<file path="src/design/rrb_pkg.sv">
// Constants shared by the receive ring-buffer store block.
// Assumes a 10 MHz system clock and a 32-bit AXI4-Lite register bus.
package rrb_pkg;
  // ****************************************************************
  // Timing
  // ****************************************************************
  localparam int CLK_PERIOD_NS  = 100;
  localparam int IRQ_PULSE_NS   = 500;
  localparam int IRQ_PULSE_CYC  = (IRQ_PULSE_NS + CLK_PERIOD_NS - 1) / CLK_PERIOD_NS;
  // ****************************************************************
  // Register offsets (byte addresses)
  // ****************************************************************
  localparam logic [7:0] OFS_CONFIG  = 8'h00;
  localparam logic [7:0] OFS_CONTROL = 8'h04;
  localparam logic [7:0] OFS_PTRBASE = 8'h08;
  localparam logic [7:0] OFS_STATUS  = 8'h0c;
  // ****************************************************************
  // Field positions and reset values
  // ****************************************************************
  localparam int BUF_SEL_BIT     = 4;
  localparam int RX_MASK_BIT     = 11;
  localparam int TX_MASK_BIT     = 10;
  localparam int BUSY_BIT        = 1;
  localparam int PROTO_B_BIT     = 0;
  localparam logic [4:0]  CONFIG_RST  = 5'h03;
  localparam logic [15:0] CONTROL_RST = 16'h0c00;
  localparam logic [15:0] PTRBASE_RST = 16'h0000;
  // ****************************************************************
  // Pointer block entries and command word fields
  // ****************************************************************
  localparam logic [5:0] SINGLE_ENTRY = 6'h1f;
  localparam logic [3:0] MIN_EXPONENT = 4'h3;
  localparam int SA_LSB   = 5;
  localparam int TR_BIT   = 10;
  localparam logic [4:0] SA_MODE_LO = 5'h00;
  localparam logic [4:0] SA_MODE_HI = 5'h1f;
  localparam logic [1:0] RESP_OKAY   = 2'h0;
  localparam logic [1:0] RESP_SLVERR = 2'h2;
  typedef enum {ST_IDLE, ST_FETCH, ST_ID, ST_DATA, ST_TAG, ST_WB, ST_END} rrb_state_t;
endpackage

</file>
<file path="src/design/rrb_store.sv">
// Receive ring-buffer store with end-of-activity interrupts.
// Assumes message events arrive from decoder logic on the same clock and
// that the shared memory port acknowledges each request with memAck.
module rrb_store
  import rrb_pkg::*;
#(
  parameter int PULSE_CYC = IRQ_PULSE_CYC
) (
  input  wire logic        clk,          // System clock, 10 MHz.
  input  wire logic        reset_n,      // Asynchronous reset, active low.
  input  wire logic [31:0] s_axi_awaddr, // Write address.
  input  wire logic        s_axi_awvalid,// Write address valid.
  output logic             s_axi_awready,// Write address ready.
  input  wire logic [31:0] s_axi_wdata,  // Write data.
  input  wire logic [3:0]  s_axi_wstrb,  // Write byte strobes.
  input  wire logic        s_axi_wvalid, // Write data valid.
  output logic             s_axi_wready, // Write data ready.
  output logic [1:0]       s_axi_bresp,  // Write response.
  output logic             s_axi_bvalid, // Write response valid.
  input  wire logic        s_axi_bready, // Write response ready.
  input  wire logic [31:0] s_axi_araddr, // Read address.
  input  wire logic        s_axi_arvalid,// Read address valid.
  output logic             s_axi_arready,// Read address ready.
  output logic [31:0]      s_axi_rdata,  // Read data.
  output logic [1:0]       s_axi_rresp,  // Read response.
  output logic             s_axi_rvalid, // Read data valid.
  input  wire logic        s_axi_rready, // Read data ready.
  input  wire logic        cmdValid,     // Pulse: valid command word.
  input  wire logic [15:0] cmdWord,      // Command word, bit time 4 in bit 15.
  input  wire logic        wordValid,    // Received data word offered.
  input  wire logic [15:0] wordData,     // Received data word.
  output logic             wordReady,    // Data word taken when high with valid.
  input  wire logic        msgEnd,       // Pulse: end of message activity.
  input  wire logic        msgError,     // Pulse: error, illegal or superseded.
  input  wire logic [15:0] timeTag,      // Time tag register value.
  output logic             memReq,       // Memory access request.
  output logic             memWe,        // High for a store.
  output logic [15:0]      memAddr,      // Memory word address.
  output logic [15:0]      memWdata,     // Store data.
  input  wire logic        memAck,       // Access done.
  input  wire logic [15:0] memRdata,     // Fetch data, valid with memAck.
  output logic             end_of_message_irq_n,      // Pin output level.
  output logic             end_of_message_irq_oe_n,   // Low while pulling low.
  output logic             end_of_mode_code_irq_n,    // Pin output level.
  output logic             end_of_mode_code_irq_oe_n  // Low while pulling low.
);
  // ****************************************************************
  // Register file
  // ****************************************************************
  logic [4:0]  base_pointer_config_r;
  logic [15:0] control_word_r;
  logic [15:0] ptrBase_r;
  logic [15:0] lastPtr_r;
  rrb_state_t  state_r;
  logic [15:0] ctr_r;
  logic [15:0] cmd_r;
  logic [15:0] tag_r;
  logic [5:0]  entry_r;
  logic        endSeen_r;
  logic        errSeen_r;
  logic        isRx_r;
  logic        isMode_r;
  logic [7:0]  eomCnt_r;
  logic [7:0]  mcCnt_r;

  function automatic logic [15:0] mergeLanes(input logic [15:0] old, input logic [31:0] d,
                                             input logic [3:0] s);
    mergeLanes = {s[1] ? d[15:8] : old[15:8], s[0] ? d[7:0] : old[7:0]};
  endfunction

  wire        wrTake   = s_axi_awvalid && s_axi_wvalid && !s_axi_awready && !s_axi_bvalid;
  wire        rdTake   = s_axi_arvalid && !s_axi_arready && !s_axi_rvalid;
  wire [7:0]  wrOfs    = s_axi_awaddr[7:0];
  wire [7:0]  rdOfs    = s_axi_araddr[7:0];
  wire        wrHit    = (s_axi_awaddr[31:8] == 24'h000000) &&
                         (wrOfs == OFS_CONFIG || wrOfs == OFS_CONTROL || wrOfs == OFS_PTRBASE);
  wire        rdHit    = (s_axi_araddr[31:8] == 24'h000000) &&
                         (rdOfs == OFS_CONFIG || rdOfs == OFS_CONTROL ||
                          rdOfs == OFS_PTRBASE || rdOfs == OFS_STATUS);
  wire [15:0] cfgMerge = mergeLanes({11'h000, base_pointer_config_r}, s_axi_wdata, s_axi_wstrb);
  wire [31:0] rdMux    = (rdOfs == OFS_CONFIG)  ? {27'h0000000, base_pointer_config_r} :
                         (rdOfs == OFS_CONTROL) ? {16'h0000, control_word_r} :
                         (rdOfs == OFS_PTRBASE) ? {16'h0000, ptrBase_r} :
                         (rdOfs == OFS_STATUS)  ? {lastPtr_r, 15'h0000, state_r != ST_IDLE} :
                         32'h00000000;

  always_ff @(posedge clk or negedge reset_n) begin
    if (!reset_n) begin
      s_axi_awready         <= 1'b0;
      s_axi_wready          <= 1'b0;
      s_axi_bvalid          <= 1'b0;
      s_axi_bresp           <= RESP_OKAY;
      s_axi_arready         <= 1'b0;
      s_axi_rvalid          <= 1'b0;
      s_axi_rresp           <= RESP_OKAY;
      s_axi_rdata           <= 32'h00000000;
      base_pointer_config_r <= CONFIG_RST;
      control_word_r        <= CONTROL_RST;
      ptrBase_r             <= PTRBASE_RST;
    end else begin
      s_axi_awready <= wrTake;
      s_axi_wready  <= wrTake;
      s_axi_arready <= rdTake;
      if (wrTake) begin
        s_axi_bresp  <= wrHit ? RESP_OKAY : RESP_SLVERR;
        if (wrOfs == OFS_CONFIG && wrHit) begin
          base_pointer_config_r <= cfgMerge[4:0];
        end
        if (wrOfs == OFS_CONTROL && wrHit) begin
          control_word_r <= mergeLanes(control_word_r, s_axi_wdata, s_axi_wstrb);
        end
        if (wrOfs == OFS_PTRBASE && wrHit) begin
          ptrBase_r <= mergeLanes(ptrBase_r, s_axi_wdata, s_axi_wstrb) & 16'hffc0;
        end
      end else if (s_axi_awready) begin
        // The response follows the address and data handshakes, never joins them.
        s_axi_bvalid <= 1'b1;
      end else if (s_axi_bready) begin
        s_axi_bvalid <= 1'b0;
      end
      if (rdTake) begin
        s_axi_rresp  <= rdHit ? RESP_OKAY : RESP_SLVERR;
        s_axi_rdata  <= rdMux;
      end else if (s_axi_arready) begin
        s_axi_rvalid <= 1'b1;
      end else if (s_axi_rready) begin
        s_axi_rvalid <= 1'b0;
      end
    end
  end

  // ****************************************************************
  // Pointer selection and ring counter
  // ****************************************************************
  wire        bufferSelect        = base_pointer_config_r[BUF_SEL_BIT];
  wire [3:0]  buffer_size_exponent = (base_pointer_config_r[3:0] < MIN_EXPONENT) ?
                                     MIN_EXPONENT : base_pointer_config_r[3:0];
  wire [15:0] sizeMask   = 16'hffff >> (5'h10 - {1'b0, buffer_size_exponent});
  wire [15:0] ctrInc     = ctr_r + 16'h0001;
  // Only the bits covered by the buffer size ripple; the base stays put.
  wire [15:0] ctrNext    = (ctr_r & ~sizeMask) | (ctrInc & sizeMask);
  wire [4:0]  cmdSa      = cmdWord[SA_LSB +: 5];
  wire        cmdMode    = (cmdSa == SA_MODE_LO) || (cmdSa == SA_MODE_HI);
  wire        cmdRx      = !cmdWord[TR_BIT] && !cmdMode;
  wire [5:0]  cmdEntry   = bufferSelect ? SINGLE_ENTRY : {1'b0, cmdSa};
  wire [15:0] entryAddr  = ptrBase_r | {10'h000, entry_r};
  wire        ackNow     = memReq && memAck;
  wire        storeDone  = ackNow && memWe && (state_r == ST_ID || state_r == ST_DATA ||
                                               state_r == ST_TAG);
  wire        busyBlock  = control_word_r[PROTO_B_BIT] && control_word_r[BUSY_BIT];
  wire        irqAllowed = !errSeen_r && !msgError && !busyBlock;
  wire        eomEnable  = isRx_r ? control_word_r[RX_MASK_BIT] :
                                    control_word_r[TX_MASK_BIT];
  wire        endNow     = endSeen_r || msgEnd;

  // ****************************************************************
  // Message sequencer
  // ****************************************************************
  always_ff @(posedge clk or negedge reset_n) begin
    if (!reset_n) begin
      state_r   <= ST_IDLE;
      memReq    <= 1'b0;
      memWe     <= 1'b0;
      memAddr   <= 16'h0000;
      memWdata  <= 16'h0000;
      wordReady <= 1'b0;
      ctr_r     <= 16'h0000;
      cmd_r     <= 16'h0000;
      tag_r     <= 16'h0000;
      entry_r   <= 6'h00;
      endSeen_r <= 1'b0;
      errSeen_r <= 1'b0;
      isRx_r    <= 1'b0;
      isMode_r  <= 1'b0;
      lastPtr_r <= 16'h0000;
    end else begin
      wordReady <= 1'b0;
      if (msgError) begin
        errSeen_r <= 1'b1;
      end
      if (msgEnd && state_r != ST_IDLE) begin
        endSeen_r <= 1'b1;
        tag_r     <= timeTag;
      end
      if (storeDone) begin
        ctr_r <= ctrNext;
      end
      if (ackNow) begin
        memReq <= 1'b0;
      end
      case (state_r)
        ST_IDLE: begin
          if (cmdValid) begin
            cmd_r     <= cmdWord;
            entry_r   <= cmdEntry;
            isRx_r    <= cmdRx;
            isMode_r  <= cmdMode;
            errSeen_r <= msgError;
            endSeen_r <= 1'b0;
            if (cmdRx) begin
              state_r <= ST_FETCH;
              memReq  <= 1'b1;
              memWe   <= 1'b0;
              memAddr <= ptrBase_r | {10'h000, cmdEntry};
            end else begin
              state_r <= ST_WB;
            end
          end
        end
        ST_FETCH: begin
          if (ackNow) begin
            ctr_r    <= memRdata;
            state_r  <= ST_ID;
            memReq   <= 1'b1;
            memWe    <= 1'b1;
            memAddr  <= memRdata;
            memWdata <= cmd_r;
          end
        end
        ST_ID: begin
          if (ackNow) begin
            state_r   <= ST_DATA;
            wordReady <= 1'b1;
          end
        end
        ST_DATA: begin
          if (wordReady && wordValid) begin
            memReq   <= 1'b1;
            memAddr  <= ctr_r;
            memWdata <= wordData;
          end else if (!memReq && endNow) begin
            state_r  <= ST_TAG;
            memReq   <= 1'b1;
            memAddr  <= ctr_r;
            memWdata <= endSeen_r ? tag_r : timeTag;
          end else if (!memReq || ackNow) begin
            wordReady <= !endNow;
          end
        end
        ST_TAG: begin
          if (ackNow) begin
            state_r  <= ST_WB;
            memReq   <= 1'b1;
            memAddr  <= entryAddr;
            memWdata <= ctrNext;
          end
        end
        ST_WB: begin
          if (!isRx_r && endNow) begin
            state_r <= ST_END;
          end else if (isRx_r && ackNow) begin
            lastPtr_r <= memWdata;
            state_r   <= ST_END;
          end
        end
        ST_END: begin
          state_r   <= ST_IDLE;
          endSeen_r <= 1'b0;
        end
        default: begin
          state_r <= ST_IDLE;
        end
      endcase
    end
  end

  // ****************************************************************
  // Open-drain interrupt pulses
  // ****************************************************************
  wire eomFire = (state_r == ST_END) && !isMode_r && eomEnable && irqAllowed;
  wire mcFire  = (state_r == ST_END) && isMode_r && irqAllowed;

  always_ff @(posedge clk or negedge reset_n) begin
    if (!reset_n) begin
      eomCnt_r <= 8'h00;
      mcCnt_r  <= 8'h00;
    end else begin
      eomCnt_r <= eomFire ? PULSE_CYC[7:0] : (eomCnt_r != 8'h00 ? eomCnt_r - 8'h01 : 8'h00);
      mcCnt_r  <= mcFire ? PULSE_CYC[7:0] : (mcCnt_r != 8'h00 ? mcCnt_r - 8'h01 : 8'h00);
    end
  end

  // The pins only ever pull low; the pull-up makes the high level.
  always_ff @(posedge clk or negedge reset_n) begin
    if (!reset_n) begin
      end_of_message_irq_n      <= 1'b0;
      end_of_message_irq_oe_n   <= 1'b1;
      end_of_mode_code_irq_n    <= 1'b0;
      end_of_mode_code_irq_oe_n <= 1'b1;
    end else begin
      end_of_message_irq_n      <= 1'b0;
      end_of_mode_code_irq_n    <= 1'b0;
      end_of_message_irq_oe_n   <= !(eomFire || eomCnt_r > 8'h01);
      end_of_mode_code_irq_oe_n <= !(mcFire || mcCnt_r > 8'h01);
    end
  end

  // ****************************************************************
  // Checks
  // ****************************************************************
  chk_wrap_keeps_base: assert property (@(posedge clk) disable iff (!reset_n)
    storeDone |=> ((ctr_r & ~sizeMask) == ($past(ctr_r) & ~$past(sizeMask))))
    else $error("Ring counter changed bits above the buffer size.");
  chk_ctr_steps_one: assert property (@(posedge clk) disable iff (!reset_n)
    storeDone |=> (((ctr_r - $past(ctr_r)) & sizeMask) == 16'h0001))
    else $error("Ring counter did not step by one after a store.");
  chk_single_entry: assert property (@(posedge clk) disable iff (!reset_n)
    (state_r == ST_FETCH && bufferSelect) |-> (memAddr[5:0] == SINGLE_ENTRY && !memWe))
    else $error("Single buffer mode fetched the wrong entry.");
  chk_sep_entry: assert property (@(posedge clk) disable iff (!reset_n)
    (state_r == ST_FETCH && !bufferSelect) |-> (memAddr[5:0] == {1'b0, cmd_r[9:5]}))
    else $error("Separate buffer mode fetched the wrong entry.");
  chk_writeback_entry: assert property (@(posedge clk) disable iff (!reset_n)
    (state_r == ST_WB && memReq) |-> (memAddr == entryAddr && memWe && memWdata == ctr_r))
    else $error("Pointer write back went to the wrong place.");
  chk_id_word: assert property (@(posedge clk) disable iff (!reset_n)
    $rose(state_r == ST_ID) |-> (memWdata == cmd_r && memAddr == $past(memRdata)))
    else $error("Identification word is not the command word.");
  chk_eom_masked: assert property (@(posedge clk) disable iff (!reset_n)
    $fell(end_of_message_irq_oe_n) |-> $past(eomEnable && irqAllowed && !isMode_r))
    else $error("End of message pulse despite mask or error.");
  chk_mc_pulse: assert property (@(posedge clk) disable iff (!reset_n)
    mcFire |=> !end_of_mode_code_irq_oe_n ##1 (mcCnt_r == 8'(PULSE_CYC - 1)))
    else $error("Mode code pulse missing or mistimed.");
  chk_pull_low_only: assert property (@(posedge clk) disable iff (!reset_n)
    !end_of_message_irq_oe_n |-> (!end_of_message_irq_n && (eomCnt_r != 8'h00)))
    else $error("Interrupt pin driven outside a pulse.");
  chk_tag_after_data: assert property (@(posedge clk) disable iff (!reset_n)
    (state_r == ST_TAG && ackNow) |=> (state_r == ST_WB && memAddr == entryAddr))
    else $error("Time tag not followed by pointer write back.");
endmodule

</file>
<file path="config.mk">
export PLATFORM = sky130hd
export DESIGN_NAME = rrb_store
export DESIGN_NICKNAME = d
export VERILOG_FILES = /design/src/design/rrb_pkg.sv /design/src/design/rrb_store.sv
export SDC_FILE = /design/constraint.sdc
export NUM_CORES = 1
export LEC_CHECK = 0
export BUFFER_PORTS_ARGS = -buffer_cell sky130_fd_sc_hd__buf_2
export CAP_MARGIN = 5
export CORE_ASPECT_RATIO = 1.4
export CORE_MARGIN = 2
export CORE_UTILIZATION = 45
export CTS_CLUSTER_SIZE = 12
export DETAILED_ROUTE_END_ITERATION = 10
export GPL_ROUTABILITY_DRIVEN = 0
export GPL_TIMING_DRIVEN = 0
export PLACE_DENSITY = 0.82
export SLEW_MARGIN = 5
export SYNTH_ARGS = -nofsm -noshare
export SYNTH_HDL_FRONTEND = slang
export SYNTH_SLANG_ARGS = --single-unit
</file>
<file path="constraint.sdc">
create_clock -name clk -period 3.35 [get_ports clk]
set_input_delay 0.5025 -clock clk [delete_from_list [all_inputs] [get_ports clk]]
set_output_delay 0.5025 -clock clk [all_outputs]
set_load 0.03 [all_outputs]
</file>
==> metrics.md <==
| Metric | Value |
|---|---|
| Area share of the largest cell type after synthesis | between 40 and 50% |
| Number of buffer cells added on primary ports | 233 |
| Number of enable-type register cells in the synthesized netlist | 0 |
| Synth cell count leaders | dfrtp_1 (192), nand2_1 (136), mux2_2 (78), nor2_1 (62), o21ai_0 (58) |
| Routed Antenna Nets | 0 |
| Worst skew pair latency | 0.44 ns |
| Fin Hold WS | 0.0558 ns |
| Reg2Reg Depth | 11 |
| Period minus WS final | roughly 3.1 ns |
| Maximum clock insertion buffer count | 2 |
| Starting utilization of the core area | 45.8% |
| DP Cell Count | about 1,500 |
| Overall via count from detail_route | about 8,700 |
| Register clock-pin slew on the reported worst setup and hold paths | around 0.080 ns |
| Most frequently used cell type in the post-synthesis netlist | dfrtp_1 |
| Fraction of final layout cells sized beyond drive strength 1 | between 30% and 40% |
| Buffers inserted during post-CTS setup optimization | 0 |
| Fraction of registers with async set or reset after synthesis | 100% |
| Standby leakage power | between 5 and 6 nW |
| Cell area after technology mapping | between 9000 and 10,000 µm² |
| H-tree lvl count | 4 |
| Syn-to-layout area delta | 22.2% |
| Floorplan Core Area | between 20,000 and 25,000 µm² |
| Post-detailed-route DRC marker count | 0 |
| Number of global-route vias before repair | 8,698 |
| Maximum single-stage delay on the critical path | 0.42 ns |
| CTS Hold Bufs | 0 |
| Number of standard cells in the final layout excluding fillers | roughly 1,500 |
| Area fraction in compound gates after synthesis | a little over an eighth |
| CTS sink cnt | around 200 |
| Worst Hold Class | in2async |
| TritonCTS clock tree | yes |
| Max Freq | between 0.3 and 0.4 GHz |
| CP Cell Sequence | clkbuf_2, nor2_1, or2_2, inv_1, ha_1, clkbuf_1, xnor2_1, nor4_2, a211oi_1, a31oi_1, a21oi_1 |
| Maximum net fanout on the critical path | 10 |
| Slew of the pin with the lowest slew margin | 0.812 ns |
| Status | complete, no violations |
| Dominant combinational cell family by area after synthesis | simple AND/OR/NAND/NOR gates |
| Setup repair after global routing missed its margin | no |
| Antenna violations before repair | 3 |
| Synthesized-area fraction occupied by adder cells | around 1.6% |
| Area enclosed by the die boundary | 23,400 µm² |
| Fill cell total of the finished layout | 1,909 |
| Multiplexer share of the synthesized area | between 10% and 20% |
| Routed wire length per instance | between 15 and 20 µm |
| Area share of and/or/nand/nor cells after synthesis | approximately 16% |
| Pins Over Slew Limit | 0 |
| Post-synthesis average cell area | just over 10 µm² |
| Hold Fails Final Rpt | 0 |
| Post-detailed-route via-to-cell ratio | around 5.7 |
| Worst-path cell with the longest stage delay | nor4_2 |
| Data arrival at the endpoint of the critical path | 3.44 ns |
| Setup clock skew after layout | between 0.015 and 0.02 ns |
| Number of buffers created by CTS | 17 |
| IR Drop Worst-Case VDD | roughly 440 µV |
| Crit Path Category | reg2reg |
| WL final | between 20,000 and 30,000 µm |
| # nets final | around 1,400 |
| Count of max-cap constraint violations | 0 |
| GRT Total Usage | 24.6% |
| Synth area leader | dfrtp_1 |
| Global-route congestion overflow total | 0 |
| Count of TritonRoute iterations in the first routing pass | 8 |
| Worst EP required | between 3 and 4 ns |
| Kind of end point of the critical path | flip-flop |
| Library cell used as clock root buffer | clkbuf_16 |
| Die Width | 130 µm |
| Startpoint types | flip-flop |
| Ratio of final minimum period to clock period | a little over nine tenths |
| Total power of the final layout | slightly above 9 mW |
| Register bit count reported by yosys | between 150 and 200 |
| Total half-perimeter wirelength after legalization and detailed placement | about 22,000 µm |
| Number of placement rows | between 60 and 70 |
| Number of instances in the synthesized netlist | 968 |
| Post-Synth XOR/XNOR Area | roughly 3.2% |
| Number of distinct library cells after synthesis | 70 |
| Synthesis warning total | 0 |
| Sequential cell area | between 4000 and 5000 µm² |
| Top cells by area, synth | dfrtp_1 (48%), mux2_2 (8.8%), nand2_1 (5.1%) |
| Wire length of the first global-routing pass | between 40,000 and 50,000 µm |
| Pin count of the biggest net entering global routing | between 100 and 150 |
| Endpoints failing setup | 0 |
| Normalized max-slew margin | 45.4% |
| Starting DRT DRC Count | 646 |
| Area of the multi-input gates | 4670 µm² |
| Seq/Total Area, Yosys | 49.7% |
| Primary flip-flop cell chosen by synthesis mapping | dfrtp_1 |
| Count of pins on the block boundary | roughly 260 |
| Chip Height | approximately 180 µm |
| Power density cells | between 700 and 800 nW/µm² |
==> per-layer routing <==
layer  track usage [%]  share of wire, %  vias up  routed length, µm
li1                  -                 -     3995                  -
met1              27.1                37     4234              10600
met5                 0                 0        -                  0
met4              12.1               4.4        0               1260
met2              44.8                53      411              15200
met3              4.10               6.5       79               1880
==> state kept, by name (all words and copies together), names as in the netlist, 3 cells and up <==
name,cells
mcCnt_r,8
eomCnt_r,8
cmd_r,16
base_pointer_config_r,5
control_word_r,16
lastPtr_r,16
entry_r,5
state_r,3
ptrBase_r,10
tag_r,16
memAddr,16
memWdata,16
s_axi_rdata,32
ctr_r,16
==> cell type report <==
class                           instances  area share (%)
Sequential cell                       198            40.7
Multi-Input combinational cell        692            38.3
Timing Repair Buffer                  234            9.87
Clock buffer                           19            3.63
Tap cell                              297            3.05
Buffer                                 61            2.38
Clock inverter                         13            1.41
Inverter                               20           0.616
Antenna cell                            3          0.0616
==> logic make-up after synthesis <==
kind of cell    after synthesis
simple gates                321
compound gates              202
flops                       198
mux                         116
buf+inv                      81
xor+xnor                     36
fa+ha+maj                    13
other cells                   1
==> final timing paths <==
check	endpoint	from	slack [ns]
hold / removal	control_word_r[13]$_DFFE_PN0P_	reset_n	0.06
min in group clk	cmd_r[15]$_DFFE_PN0P_	cmdWord[15]	0.25
setup reg to reg	memWdata[15]$_DFFE_PN0P_	base_pointer_config_r[3]$_DFFE_PN0P_	0.21
setup / recovery	memWdata[15]$_DFFE_PN0P_	base_pointer_config_r[3]$_DFFE_PN0P_	0.21
max in group asynchronous	cmd_r[15]$_DFFE_PN0P_	reset_n	2.30
hold reg to reg	s_axi_rdata[5]$_DFFE_PN0P_	s_axi_rdata[5]$_DFFE_PN0P_	0.47
==> cells in the final DEF (no fill, tap or decap), types with 7 or more instances in the layout <==
master and instances:
buf_2 252, dfrtp_1 192, nand2_1 136, mux2_2 78
nor2_1 62, o21ai_0 57, mux2i_1 37, clkbuf_1 28
a21oi_1 28, nand3_1 27, nor4_1 22, inv_1 20
xor2_1 20, a22o_1 18, clkbuf_16 17, xnor2_1 16
a22oi_1 16, o31ai_1 14, a221oi_1 12, nor3_1 11
ha_1 10, buf_4 9, a21o_1 8, nand4_1 7
nand2b_1 7, or3_1 7
==> power breakdown <==
part           switching [mW]  internal, mW
Clock                   0.949          1.21
Sequential              0.546          3.06
Combinational            2.20          1.37
Total                    3.70          5.64
==> through the flow <==
stage	cell area, µm²	utilization [%]	worst slack, ns	TNS, ns
final	12200	56.0	0.206	0
after global routing	12200	56.0	0.00113	0
after CTS	12200	55.9	0.0160	0
after detailed placement	11600	53.1	0.0398	0
after global placement	11500	52.9	-1.47	-278.10
after floorplan	9990	-	0.807	0
==> worst max-delay path, delay by kind of cell, from the launching register on <==
family | cells | cell delay [ns]
buffers and inverters | 3 | 0.67
xor gates and xnor gates | 1 | 0.24
DFF | 1 | 0.41
adders and majority gates | 1 | 0.14
and+or+nand+nor | 3 | 0.86
AOI/OAI and AO/OA | 3 | 0.67
==> repair_timing <==
action,CTS,global route
gates resized for setup,1,3
endpoints found under the hold margin,0,0
pin swaps,0,0
endpoints found under the setup margin,1,5
Power figures use the tool's default switching activity.
